File: src/rtl/lp_mem_pkg.sv
// shared types, timing constants and command codes for both ends of the memory link
// assumes a single 25 MHz reference clock shared by controller and device
package lp_mem_pkg;
    localparam int CLK_MHZ = 25;
    localparam int NS_ROUND = 999;
    localparam int NS_PER_US = 1000;
    // times in ns; least times rounded up to whole cycles
    localparam int POWER_DOWN_EXIT_TIME_NS = 8;
    localparam int SELF_REFRESH_EXIT_TIME_NS = 140;
    localparam int PRECHARGE_TIME_NS = 18;
    localparam int ROW_TO_COLUMN_DELAY_NS = 18;
    localparam int REFRESH_PB_TIME_NS = 60;
    localparam int REFRESH_AB_TIME_NS = 130;
    localparam int FINAL_INIT_WAIT_NS = 10000;
    localparam logic [7:0] XP_CYC   = 8'((POWER_DOWN_EXIT_TIME_NS * CLK_MHZ + NS_ROUND) / NS_PER_US);
    localparam logic [7:0] XSR_CYC  = 8'((SELF_REFRESH_EXIT_TIME_NS * CLK_MHZ + NS_ROUND) / NS_PER_US);
    localparam logic [7:0] RP_CYC   = 8'((PRECHARGE_TIME_NS * CLK_MHZ + NS_ROUND) / NS_PER_US);
    localparam logic [7:0] RCD_CYC  = 8'((ROW_TO_COLUMN_DELAY_NS * CLK_MHZ + NS_ROUND) / NS_PER_US);
    localparam logic [7:0] RFPB_CYC = 8'((REFRESH_PB_TIME_NS * CLK_MHZ + NS_ROUND) / NS_PER_US);
    localparam logic [7:0] RFAB_CYC = 8'((REFRESH_AB_TIME_NS * CLK_MHZ + NS_ROUND) / NS_PER_US);
    localparam logic [7:0] INIT_CYC = 8'((FINAL_INIT_WAIT_NS * CLK_MHZ + NS_ROUND) / NS_PER_US);
    localparam logic [7:0] MRR_CYC   = 8'h04;
    localparam logic [7:0] MRW_CYC   = 8'h0a;
    localparam logic [7:0] BURST_CYC = 8'h04;
    localparam logic [7:0] CLK_TOGGLES = 8'h02;
    localparam logic [7:0] T_ZERO = 8'h00;
    localparam logic [7:0] T_ONE  = 8'h01;
    localparam int ROW_W = 15;
    localparam int BANK_W = 3;

    typedef enum logic [3:0] {
        C_NOP       = 4'h0,
        C_ACTIVATE  = 4'h1,
        C_READ      = 4'h2,
        C_WRITE     = 4'h3,
        C_PRECHARGE = 4'h4,
        C_REF_PB    = 4'h5,
        C_REF_AB    = 4'h6,
        C_MRW       = 4'h7,
        C_MRW_RESET = 4'h8,
        C_MRR       = 4'h9,
        C_RESET     = 4'ha,
        C_SREF      = 4'hb,
        C_DEEP      = 4'hc,
        C_ENTER_PD  = 4'hd,
        C_EXIT_LP   = 4'he
    } cmd_type;

    typedef enum logic [7:0] {
        P_POWER_ON  = 8'h01,
        P_RESETTING = 8'h02,
        P_OPERATING = 8'h04,
        P_PD_ACTIVE = 8'h08,
        P_PD_IDLE   = 8'h10,
        P_PD_RESET  = 8'h20,
        P_SREF      = 8'h40,
        P_DEEP      = 8'h80
    } pwr_type;

    typedef enum logic [11:0] {
        B_IDLE       = 12'h001,
        B_ACTIVATING = 12'h002,
        B_ACTIVE     = 12'h004,
        B_READ       = 12'h008,
        B_WRITE      = 12'h010,
        B_PRECH      = 12'h020,
        B_REF_PB     = 12'h040,
        B_REF_AB     = 12'h080,
        B_MRW        = 12'h100,
        B_MRR_IDLE   = 12'h200,
        B_MRR_ACT    = 12'h400,
        B_MRR_RST    = 12'h800
    } bank_type;

    // cycles a command keeps the bank in its timed state; the reset commands give the initialization wait
    function automatic logic [7:0] cmd_cycles(input cmd_type c);
        unique case (c)
            C_ACTIVATE:          cmd_cycles = RCD_CYC;
            C_READ, C_WRITE:     cmd_cycles = BURST_CYC;
            C_PRECHARGE:         cmd_cycles = RP_CYC;
            C_REF_PB:            cmd_cycles = RFPB_CYC;
            C_REF_AB:            cmd_cycles = RFAB_CYC;
            C_MRW:               cmd_cycles = MRW_CYC;
            C_MRR:               cmd_cycles = MRR_CYC;
            C_RESET, C_MRW_RESET: cmd_cycles = INIT_CYC;
            default:             cmd_cycles = T_ZERO;
        endcase
    endfunction
endpackage

File: src/rtl/lp_mem_link_if.sv
// link between memory controller and memory device
// assumes both ends run on the same rising clock edge
`timescale 1ns/1ps
`default_nettype none
interface lp_mem_link_if;
    import lp_mem_pkg::*;
    logic                    cke;
    logic                    cs_n;
    cmd_type                 cmd;
    logic [BANK_W-1:0]       bank;
    logic                    ap;
    logic [ROW_W-1:0]        row;
    logic                    dq_oe_n;
    logic                    dq_term;
    modport ctrl (output cke, output cs_n, output cmd, output bank, output ap, output row,
                  input dq_oe_n, input dq_term);
    modport dev  (input cke, input cs_n, input cmd, input bank, input ap, input row,
                  output dq_oe_n, output dq_term);
endinterface
`default_nettype wire

File: src/rtl/lp_mem_device.sv
// memory device end: power-state and bank-state tracking from the clock-enable level and commands
// assumes the controller keeps the link protocol; one bank state stands for the addressed bank
`timescale 1ns/1ps
`default_nettype none
module lp_mem_device
    import lp_mem_pkg::*;
(
    input  wire logic        REF_CLK,
    input  wire logic        NRST,
    lp_mem_link_if.dev       link,
    input  wire logic        ODT_ENABLE,
    output pwr_type          POWER_STATE,
    output bank_type         BANK_STATE,
    output logic [ROW_W-1:0] OPEN_ROW
);
    pwr_type          pwr_q;
    bank_type         bank_q;
    logic             cke_prev_q;
    logic [7:0]       timer_q;
    logic [7:0]       exit_q;
    logic [7:0]       init_q;
    logic             ap_q;
    logic [ROW_W-1:0] row_q;
    logic             dq_oe_n_q;
    logic             dq_term_q;

    logic low_both;
    logic exit_edge;
    logic entry_edge;
    logic cmd_ok;
    logic in_burst;
    logic in_low;

    assign low_both   = !cke_prev_q && !link.cke;
    assign exit_edge  = !cke_prev_q && link.cke && link.cs_n;
    assign entry_edge = cke_prev_q && !link.cke;
    // both high, chip selected, and any exit wait over
    assign cmd_ok     = cke_prev_q && link.cke && !link.cs_n && (exit_q == T_ZERO);
    assign in_burst   = (bank_q == B_READ) || (bank_q == B_WRITE);
    assign in_low     = (pwr_q == P_PD_IDLE) || (pwr_q == P_SREF) || (pwr_q == P_DEEP);

    always_ff @(posedge REF_CLK) begin
        if (!NRST) begin
            cke_prev_q <= 1'b0;
        end else begin
            cke_prev_q <= link.cke;
        end
    end

    // exit wait; the device only blocks commands, the clock toggles are the controller's concern
    always_ff @(posedge REF_CLK) begin
        if (!NRST) begin
            exit_q <= T_ZERO;
        end else if (exit_edge && (pwr_q == P_SREF)) begin
            exit_q <= XSR_CYC;
        end else if (exit_edge && ((pwr_q == P_PD_ACTIVE) || (pwr_q == P_PD_IDLE) || (pwr_q == P_PD_RESET))) begin
            exit_q <= XP_CYC;
        end else if (exit_q != T_ZERO) begin
            exit_q <= exit_q - T_ONE;
        end
    end

    // initialization wait keeps running through resetting power-down
    always_ff @(posedge REF_CLK) begin
        if (!NRST) begin
            init_q <= T_ZERO;
        end else if (cmd_ok && (((link.cmd == C_RESET) && (pwr_q == P_OPERATING) && (bank_q == B_IDLE))
                               || ((link.cmd == C_MRW_RESET) && (pwr_q == P_POWER_ON)))) begin
            init_q <= INIT_CYC;
        end else if (init_q != T_ZERO) begin
            init_q <= init_q - T_ONE;
        end
    end

    always_ff @(posedge REF_CLK) begin
        if (!NRST) begin
            pwr_q <= P_POWER_ON;
        end else if (low_both) begin
            pwr_q <= pwr_q;
        end else begin
            unique case (pwr_q)
                P_PD_ACTIVE, P_PD_IDLE: begin
                    if (exit_edge) begin
                        pwr_q <= P_OPERATING;
                    end
                end
                P_PD_RESET: begin
                    if (exit_edge) begin
                        pwr_q <= (init_q == T_ZERO) ? P_OPERATING : P_RESETTING;
                    end
                end
                P_SREF: begin
                    if (exit_edge) begin
                        pwr_q <= P_OPERATING;
                    end
                end
                P_DEEP: begin
                    if (exit_edge) begin
                        pwr_q <= P_POWER_ON;
                    end
                end
                P_POWER_ON: begin
                    if (cmd_ok && (link.cmd == C_MRW_RESET)) begin
                        pwr_q <= P_RESETTING;
                    end
                end
                P_RESETTING: begin
                    if (entry_edge && link.cs_n) begin
                        pwr_q <= P_PD_RESET;
                    end else if ((init_q == T_ZERO) && (bank_q == B_IDLE)) begin
                        pwr_q <= P_OPERATING;
                    end
                end
                P_OPERATING: begin
                    if (entry_edge && link.cs_n && (bank_q == B_ACTIVE)) begin
                        pwr_q <= P_PD_ACTIVE;
                    end else if (entry_edge && link.cs_n && (bank_q == B_IDLE)) begin
                        pwr_q <= P_PD_IDLE;
                    end else if (entry_edge && !link.cs_n && (link.cmd == C_SREF) && (bank_q == B_IDLE)) begin
                        pwr_q <= P_SREF;
                    end else if (entry_edge && !link.cs_n && (link.cmd == C_DEEP) && (bank_q == B_IDLE)) begin
                        pwr_q <= P_DEEP;
                    end else if (cmd_ok && (link.cmd == C_RESET) && (bank_q == B_IDLE)) begin
                        pwr_q <= P_RESETTING;
                    end
                end
                default: pwr_q <= P_POWER_ON;
            endcase
        end
    end

    always_ff @(posedge REF_CLK) begin
        if (!NRST) begin
            bank_q  <= B_IDLE;
            timer_q <= T_ZERO;
            ap_q    <= 1'b0;
            row_q   <= '0;
        end else if (cmd_ok && (pwr_q == P_OPERATING) && ((timer_q == T_ZERO) || in_burst)) begin
            // timed states refuse same-bank commands; bursts accept a new read or write
            unique case (bank_q)
                B_IDLE: begin
                    if (link.cmd == C_ACTIVATE) begin
                        bank_q  <= B_ACTIVATING;
                        row_q   <= link.row;
                        timer_q <= RCD_CYC;
                    end else if (link.cmd == C_REF_PB) begin
                        bank_q  <= B_REF_PB;
                        timer_q <= RFPB_CYC;
                    end else if (link.cmd == C_REF_AB) begin
                        bank_q  <= B_REF_AB;
                        timer_q <= RFAB_CYC;
                    end else if (link.cmd == C_MRW) begin
                        bank_q  <= B_MRW;
                        timer_q <= MRW_CYC;
                    end else if (link.cmd == C_MRR) begin
                        bank_q  <= B_MRR_IDLE;
                        timer_q <= MRR_CYC;
                    end else if (link.cmd == C_PRECHARGE) begin
                        bank_q  <= B_PRECH;
                        timer_q <= RP_CYC;
                    end
                end
                B_ACTIVE: begin
                    if ((link.cmd == C_READ) || (link.cmd == C_WRITE)) begin
                        bank_q  <= (link.cmd == C_READ) ? B_READ : B_WRITE;
                        ap_q    <= link.ap;
                        timer_q <= BURST_CYC;
                    end else if (link.cmd == C_MRR) begin
                        bank_q  <= B_MRR_ACT;
                        timer_q <= MRR_CYC;
                    end else if (link.cmd == C_PRECHARGE) begin
                        bank_q  <= B_PRECH;
                        row_q   <= '0;
                        timer_q <= RP_CYC;
                    end
                end
                B_READ, B_WRITE: begin
                    if ((link.cmd == C_READ) || (link.cmd == C_WRITE)) begin
                        bank_q  <= (link.cmd == C_READ) ? B_READ : B_WRITE;
                        ap_q    <= link.ap;
                        timer_q <= BURST_CYC;
                    end else if (timer_q != T_ZERO) begin
                        timer_q <= timer_q - T_ONE;
                    end
                end
                B_ACTIVATING, B_PRECH, B_REF_PB, B_REF_AB, B_MRW, B_MRR_IDLE, B_MRR_ACT, B_MRR_RST: begin
                    bank_q <= bank_q;
                end
                default: bank_q <= B_IDLE;
            endcase
        end else if (cmd_ok && (pwr_q == P_RESETTING) && (timer_q == T_ZERO) && (link.cmd == C_MRR)) begin
            bank_q  <= B_MRR_RST;
            timer_q <= MRR_CYC;
        end else if (timer_q != T_ZERO) begin
            timer_q <= timer_q - T_ONE;
            if (timer_q == T_ONE) begin
                unique case (bank_q)
                    B_ACTIVATING, B_MRR_ACT: bank_q <= B_ACTIVE;
                    B_READ, B_WRITE: begin
                        // burst over; auto precharge runs on as a precharge
                        bank_q <= ap_q ? B_PRECH : B_ACTIVE;
                        if (ap_q) begin
                            timer_q <= RP_CYC;
                            row_q   <= '0;
                        end
                    end
                    default: bank_q <= B_IDLE;
                endcase
            end
        end
    end

    // data pins driven only during a read burst; terminated in idle power-down, self refresh and deep power-down when enabled
    always_ff @(posedge REF_CLK) begin
        if (!NRST) begin
            dq_oe_n_q <= 1'b1;
            dq_term_q <= 1'b0;
        end else begin
            dq_oe_n_q <= !((bank_q == B_READ) && !in_low);
            dq_term_q <= in_low && ODT_ENABLE;
        end
    end

    assign link.dq_oe_n = dq_oe_n_q;
    assign link.dq_term = dq_term_q;
    assign POWER_STATE  = pwr_q;
    assign BANK_STATE   = bank_q;
    assign OPEN_ROW     = row_q;
endmodule // lp_mem_device
`default_nettype wire

File: src/flat_wrapper.sv
// flat-port wrapper written by rule: the top's interface ports become plain ports
module lp_mem_device_flat import lp_mem_pkg::*;
  (REF_CLK, NRST, ODT_ENABLE, POWER_STATE, BANK_STATE, OPEN_ROW, link_cke, link_cs_n, link_cmd, link_bank, link_ap, link_row, link_dq_oe_n, link_dq_term);
  lp_mem_link_if link_i ();
  input  wire logic REF_CLK;
  input  wire logic NRST;
  input  wire logic ODT_ENABLE;
  output pwr_type POWER_STATE;
  output bank_type BANK_STATE;
  output logic [ROW_W-1:0] OPEN_ROW;
  input wire logic [$bits(link_i.cke)-1:0] link_cke;
  input wire logic [$bits(link_i.cs_n)-1:0] link_cs_n;
  input wire logic [$bits(link_i.cmd)-1:0] link_cmd;
  input wire logic [$bits(link_i.bank)-1:0] link_bank;
  input wire logic [$bits(link_i.ap)-1:0] link_ap;
  input wire logic [$bits(link_i.row)-1:0] link_row;
  output wire logic [$bits(link_i.dq_oe_n)-1:0] link_dq_oe_n;
  output wire logic [$bits(link_i.dq_term)-1:0] link_dq_term;
  assign link_i.cke = link_cke;
  assign link_i.cs_n = link_cs_n;
  assign link_i.cmd = link_cmd;
  assign link_i.bank = link_bank;
  assign link_i.ap = link_ap;
  assign link_i.row = link_row;
  assign link_dq_oe_n = link_i.dq_oe_n;
  assign link_dq_term = link_i.dq_term;
  lp_mem_device u_core (.REF_CLK(REF_CLK), .NRST(NRST), .link(link_i), .ODT_ENABLE(ODT_ENABLE), .POWER_STATE(POWER_STATE), .BANK_STATE(BANK_STATE), .OPEN_ROW(OPEN_ROW));
endmodule
File: config.mk
export PLATFORM = sky130hd
export DESIGN_NAME = lp_mem_device_flat
export DESIGN_NICKNAME = d
export VERILOG_FILES = /design/src/rtl/lp_mem_pkg.sv /design/src/rtl/lp_mem_link_if.sv /design/src/rtl/lp_mem_device.sv /design/src/flat_wrapper.sv
export SDC_FILE = /design/constraint.sdc
export NUM_CORES = 1
export LEC_CHECK = 0
export ABC_AREA = 1
export BUFFER_PORTS_ARGS = -buffer_cell sky130_fd_sc_hd__buf_4
export CORE_MARGIN = 8
export CORE_UTILIZATION = 58
export DETAILED_ROUTE_END_ITERATION = 8
export PLACE_DENSITY = 0.81
export SLEW_MARGIN = 10
export SYNTH_ARGS = -nofsm -noshare
export SYNTH_HDL_FRONTEND = slang
export SYNTH_SLANG_ARGS = --single-unit
File: constraint.sdc
create_clock -name REF_CLK -period 2.5 [get_ports REF_CLK]
set_input_delay 0.25 -clock REF_CLK [delete_from_list [all_inputs] [get_ports REF_CLK]]
set_output_delay 0.25 -clock REF_CLK [all_outputs]
set_load 0.01 [all_outputs]
==> qor.txt <==
====================================================================================
Status ................................................................    completed
Flip-flop and latch area .............................................. 0.00126 sq mm
Buffer type at the clock tree root .................................... sky130_fd_sc_hd__clkbuf_8
Average wire per cell in the routed design ............................ 13.3 microns
Number of enable-type register cells in the synthesized netlist .......            0
Total negative slack for setup checks .................................         0 ns
Flops & latches, synth ................................................           63
Overall track demand over capacity in global routing ..................        0.229
Post-synth top area share .............................................        0.283
Min Tclk post-route ...................................................      2.22 ns
Setup repair after global routing missed its margin ...................           no
Peak clock frequency supported by timing ..............................      451 MHz
Via density ...........................................................         5.27
Multi-input gate area in the final layout ............................. 0.00273 sq mm
Final antenna-violating net count .....................................            0
Overflow after GRT ....................................................            0
Layout cell share with drive strength beyond 1 ........................        0.155
Clock sink total ......................................................           63
Signal arrival time at the worst endpoint .............................      2.46 ns
Worst hold margin .....................................................     0.117 ns
Worst Setup Start Kind ................................................    flip-flop
Number of instances resized during post-cts repair ....................            0
Highest ir drop seen on vdd ...........................................       515 uV
Share of flip-flops with an asynchronous set or reset after synthesis .            0
Number of buffers inserted during clock tree synthesis ................            9
Final worst-path setup slack ..........................................     0.280 ns
Worst-skew pair later-pin latency .....................................      0.35 ns
Initial antenna violation count .......................................            0
Final number of max-transition violations .............................            0
PortBufs ..............................................................           61
Total die area ........................................................ 0.0107 sq mm
Post-Syn Instances ....................................................          756
RD Place Congestion ...................................................        0.994
Most numerous cell in the Yosys netlist ............................... sky130_fd_sc_hd__nand2_1
Die outline width .....................................................  104 microns
FP Rows ...............................................................           32
Unique cell type count in the Yosys netlist ...........................           36
Category of the worst setup path capture point ........................    flip-flop
Clock Skews ...........................................................    0.0147 ns
Type of the most critical hold path ................................... primary input to flip-flop
Crit share post-route .................................................        0.888
Ranking of synthesized cells by area .................................. sky130_fd_sc_hd__dfxtp_1 (28%), sky130_fd_sc_hd__nand2_1 (17%), sky130_fd_sc_hd__nor2_1 (14%), sky130_fd_sc_hd__inv_1 (8.4%), sky130_fd_sc_hd__nand3_1 (7.7%)
Crit Path Class ....................................................... flip-flop to flip-flop
Seq/Total Area, Yosys .................................................        0.283
Core box area ......................................................... 0.00757 sq mm
DRC violations left ...................................................            0
Power Dens Cells ...................................................... 1050 mW/mm^2
Hold violation count in the final report ..............................            0
Vias in the first global route ........................................         4571
Yosys top cell by area ................................................ sky130_fd_sc_hd__dfxtp_1
DRC violation total after the first TritonRoute iteration .............          353
Io pins ...............................................................           65
# setup viols final ...................................................            0
Leakage power total ...................................................   0.00276 uW
Worst relative slew slack .............................................        0.720
Number of warnings reported in the yosys synthesis log ................            0
Transition at the pin with the smallest max-transition slack ..........     0.417 ns
Total of fill cells in the finished design ............................          696
First-pass GRT wire length ............................................ 20900 microns
Total wirelength of the detailed-routed design ........................ 12400 microns
Worst slack at placement ..............................................     0.297 ns
Maximum clock path buffer count .......................................            2
Top cells by instance count after synthesis ........................... sky130_fd_sc_hd__nand2_1 (202), sky130_fd_sc_hd__nor2_1 (161), sky130_fd_sc_hd__inv_1 (100)
Clock-pin slew on the worst setup and hold paths ......................      0.07 ns
Setup bufs post-CTS ...................................................            0
Layout overhead on the synthesized area ...............................        17.0%
Overall via count from detail_route ...................................         4913
Worst Path Max Fanout .................................................           12
Synthesized netlist net count .........................................          791
Max Cap Violations ....................................................            0
Maximum number of pins on one net before global-route repair ..........           39
Critical path data required time ......................................      2.74 ns
Starting density of the core ..........................................        0.589
Prevailing post-synth register cell ................................... sky130_fd_sc_hd__dfxtp_1
Total number of H-tree levels .........................................            3
Mean instance size in the synthesized netlist .........................   5.90 sq um
Pre-Repair DR Iteration Count .........................................            7
Vertical extent of the die ............................................  104 microns
Post-synthesis instance area .......................................... 0.00446 sq mm
NumNets Final .........................................................          860
CTS tree ..............................................................        built
Dpl hpwl .............................................................. 9770 microns
Hold_buf cts ..........................................................            0
ANT cells .............................................................            0
====================================================================================
[placed cells by master, fill, tap and decap left out, types with 8 or more instances in the layout]
cell,n
sky130_fd_sc_hd__a21oi_1,21
sky130_fd_sc_hd__buf_4,70
sky130_fd_sc_hd__clkbuf_8,10
sky130_fd_sc_hd__dfxtp_1,63
sky130_fd_sc_hd__inv_1,100
sky130_fd_sc_hd__nand2_1,202
sky130_fd_sc_hd__nand2_2,12
sky130_fd_sc_hd__nand3_1,69
sky130_fd_sc_hd__nand4_1,15
sky130_fd_sc_hd__nor2_1,161
sky130_fd_sc_hd__nor2_2,9
sky130_fd_sc_hd__nor2_4,8
sky130_fd_sc_hd__nor3_1,14
sky130_fd_sc_hd__o21ai_0,17
sky130_fd_sc_hd__xor2_1,11
[registers in the layout, summed over array words and instances, names as in the netlist]
name	count
u_core.OPEN_ROW	15
u_core.BANK_STATE	12
u_core.POWER_STATE	8
u_core.exit_q	8
u_core.init_q	8
u_core.timer_q	8
u_core.ap_q	1
u_core.cke_prev_q	1
u_core.link.dq_oe_n	1
u_core.link.dq_term	1
[report_power, final]
| part | switching, uW | internal [uW] | total [uW] |
|---|---|---|---|
| sequential | 258 | 1270 | 1520 |
| combinational | 2000 | 1110 | 3120 |
| clock | 446 | 390 | 836 |
[area by class of cell]
type	count	share of cell area
timing repair buffer	70	0.101
multi-input combinational	577	0.523
inverter	104	0.0749
clock inverter	6	0.00816
sequential	63	0.242
tap	102	0.0245
clock buffer	10	0.0264
[per-stage QoR]
| stage | util | total power [uW] | cell area (sq um) | instances |
|---|---|---|---|---|
| 3_5_place_dp | 0.665 | 4610 | 5030 | 916 |
| 3_3_place_gp | 0.665 | 4510 | 5030 | 916 |
| 5_1_grt | 0.689 | 5990 | 5210 | 932 |
| 2_1_floorplan | - | 3830 | 4460 | 756 |
| 6_report | 0.689 | 5480 | 5210 | 932 |
| 4_1_cts | 0.689 | 5460 | 5210 | 932 |
[worst paths after layout]
| kind | endpoint | from | cells after the start | slack [ns] |
|---|---|---|---|---|
| max | u_core.BANK_STATE[8]$_SDFFE_PN0P_ | u_core.exit_q[0]$_SDFFE_PP0P_ | 12 | 0.28 |
| min | u_core.cke_prev_q$_SDFF_PN0_ | link_cke | 3 | 0.12 |
| max reg2reg | u_core.BANK_STATE[8]$_SDFFE_PN0P_ | u_core.exit_q[0]$_SDFFE_PP0P_ | 12 | 0.28 |
| min reg2reg | u_core.init_q[0]$_SDFFE_PP0P_ | u_core.init_q[0]$_SDFFE_PP0P_ | 2 | 0.47 |
[cell families after synthesis]
kind of cell / synth area share
AO/OA/AOI/OAI: 0.0547
AND/OR/NAND/NOR: 0.504
flip-flops: 0.283
adder cells (fa/ha/maj): 0.0196
buffers and inverters: 0.105
XOR/XNOR: 0.0334
[critical path, cell delays in order, from the launching register on]
cell	delay (ns)
sky130_fd_sc_hd__dfxtp_1	0.33
sky130_fd_sc_hd__inv_1	0.12
sky130_fd_sc_hd__ha_1	0.16
sky130_fd_sc_hd__nand3_1	0.12
sky130_fd_sc_hd__nor2_4	0.20
sky130_fd_sc_hd__nand2_2	0.11
sky130_fd_sc_hd__nor2_4	0.16
sky130_fd_sc_hd__nand2_2	0.09
sky130_fd_sc_hd__buf_4	0.17
sky130_fd_sc_hd__nand3_1	0.15
sky130_fd_sc_hd__nand3_2	0.25
sky130_fd_sc_hd__nor2_1	0.19
sky130_fd_sc_hd__nor2_1	0.06
[routing by layer]
metal	part of all wire	vias up	global-route usage
met5	0	-	0
li1	-	2505	-
met2	0.47	217	0.378
met3	0.079	38	0.0421
met1	0.42	2153	0.280
met4	0.029	0	0.117
(Power assumes the default switching activity.)
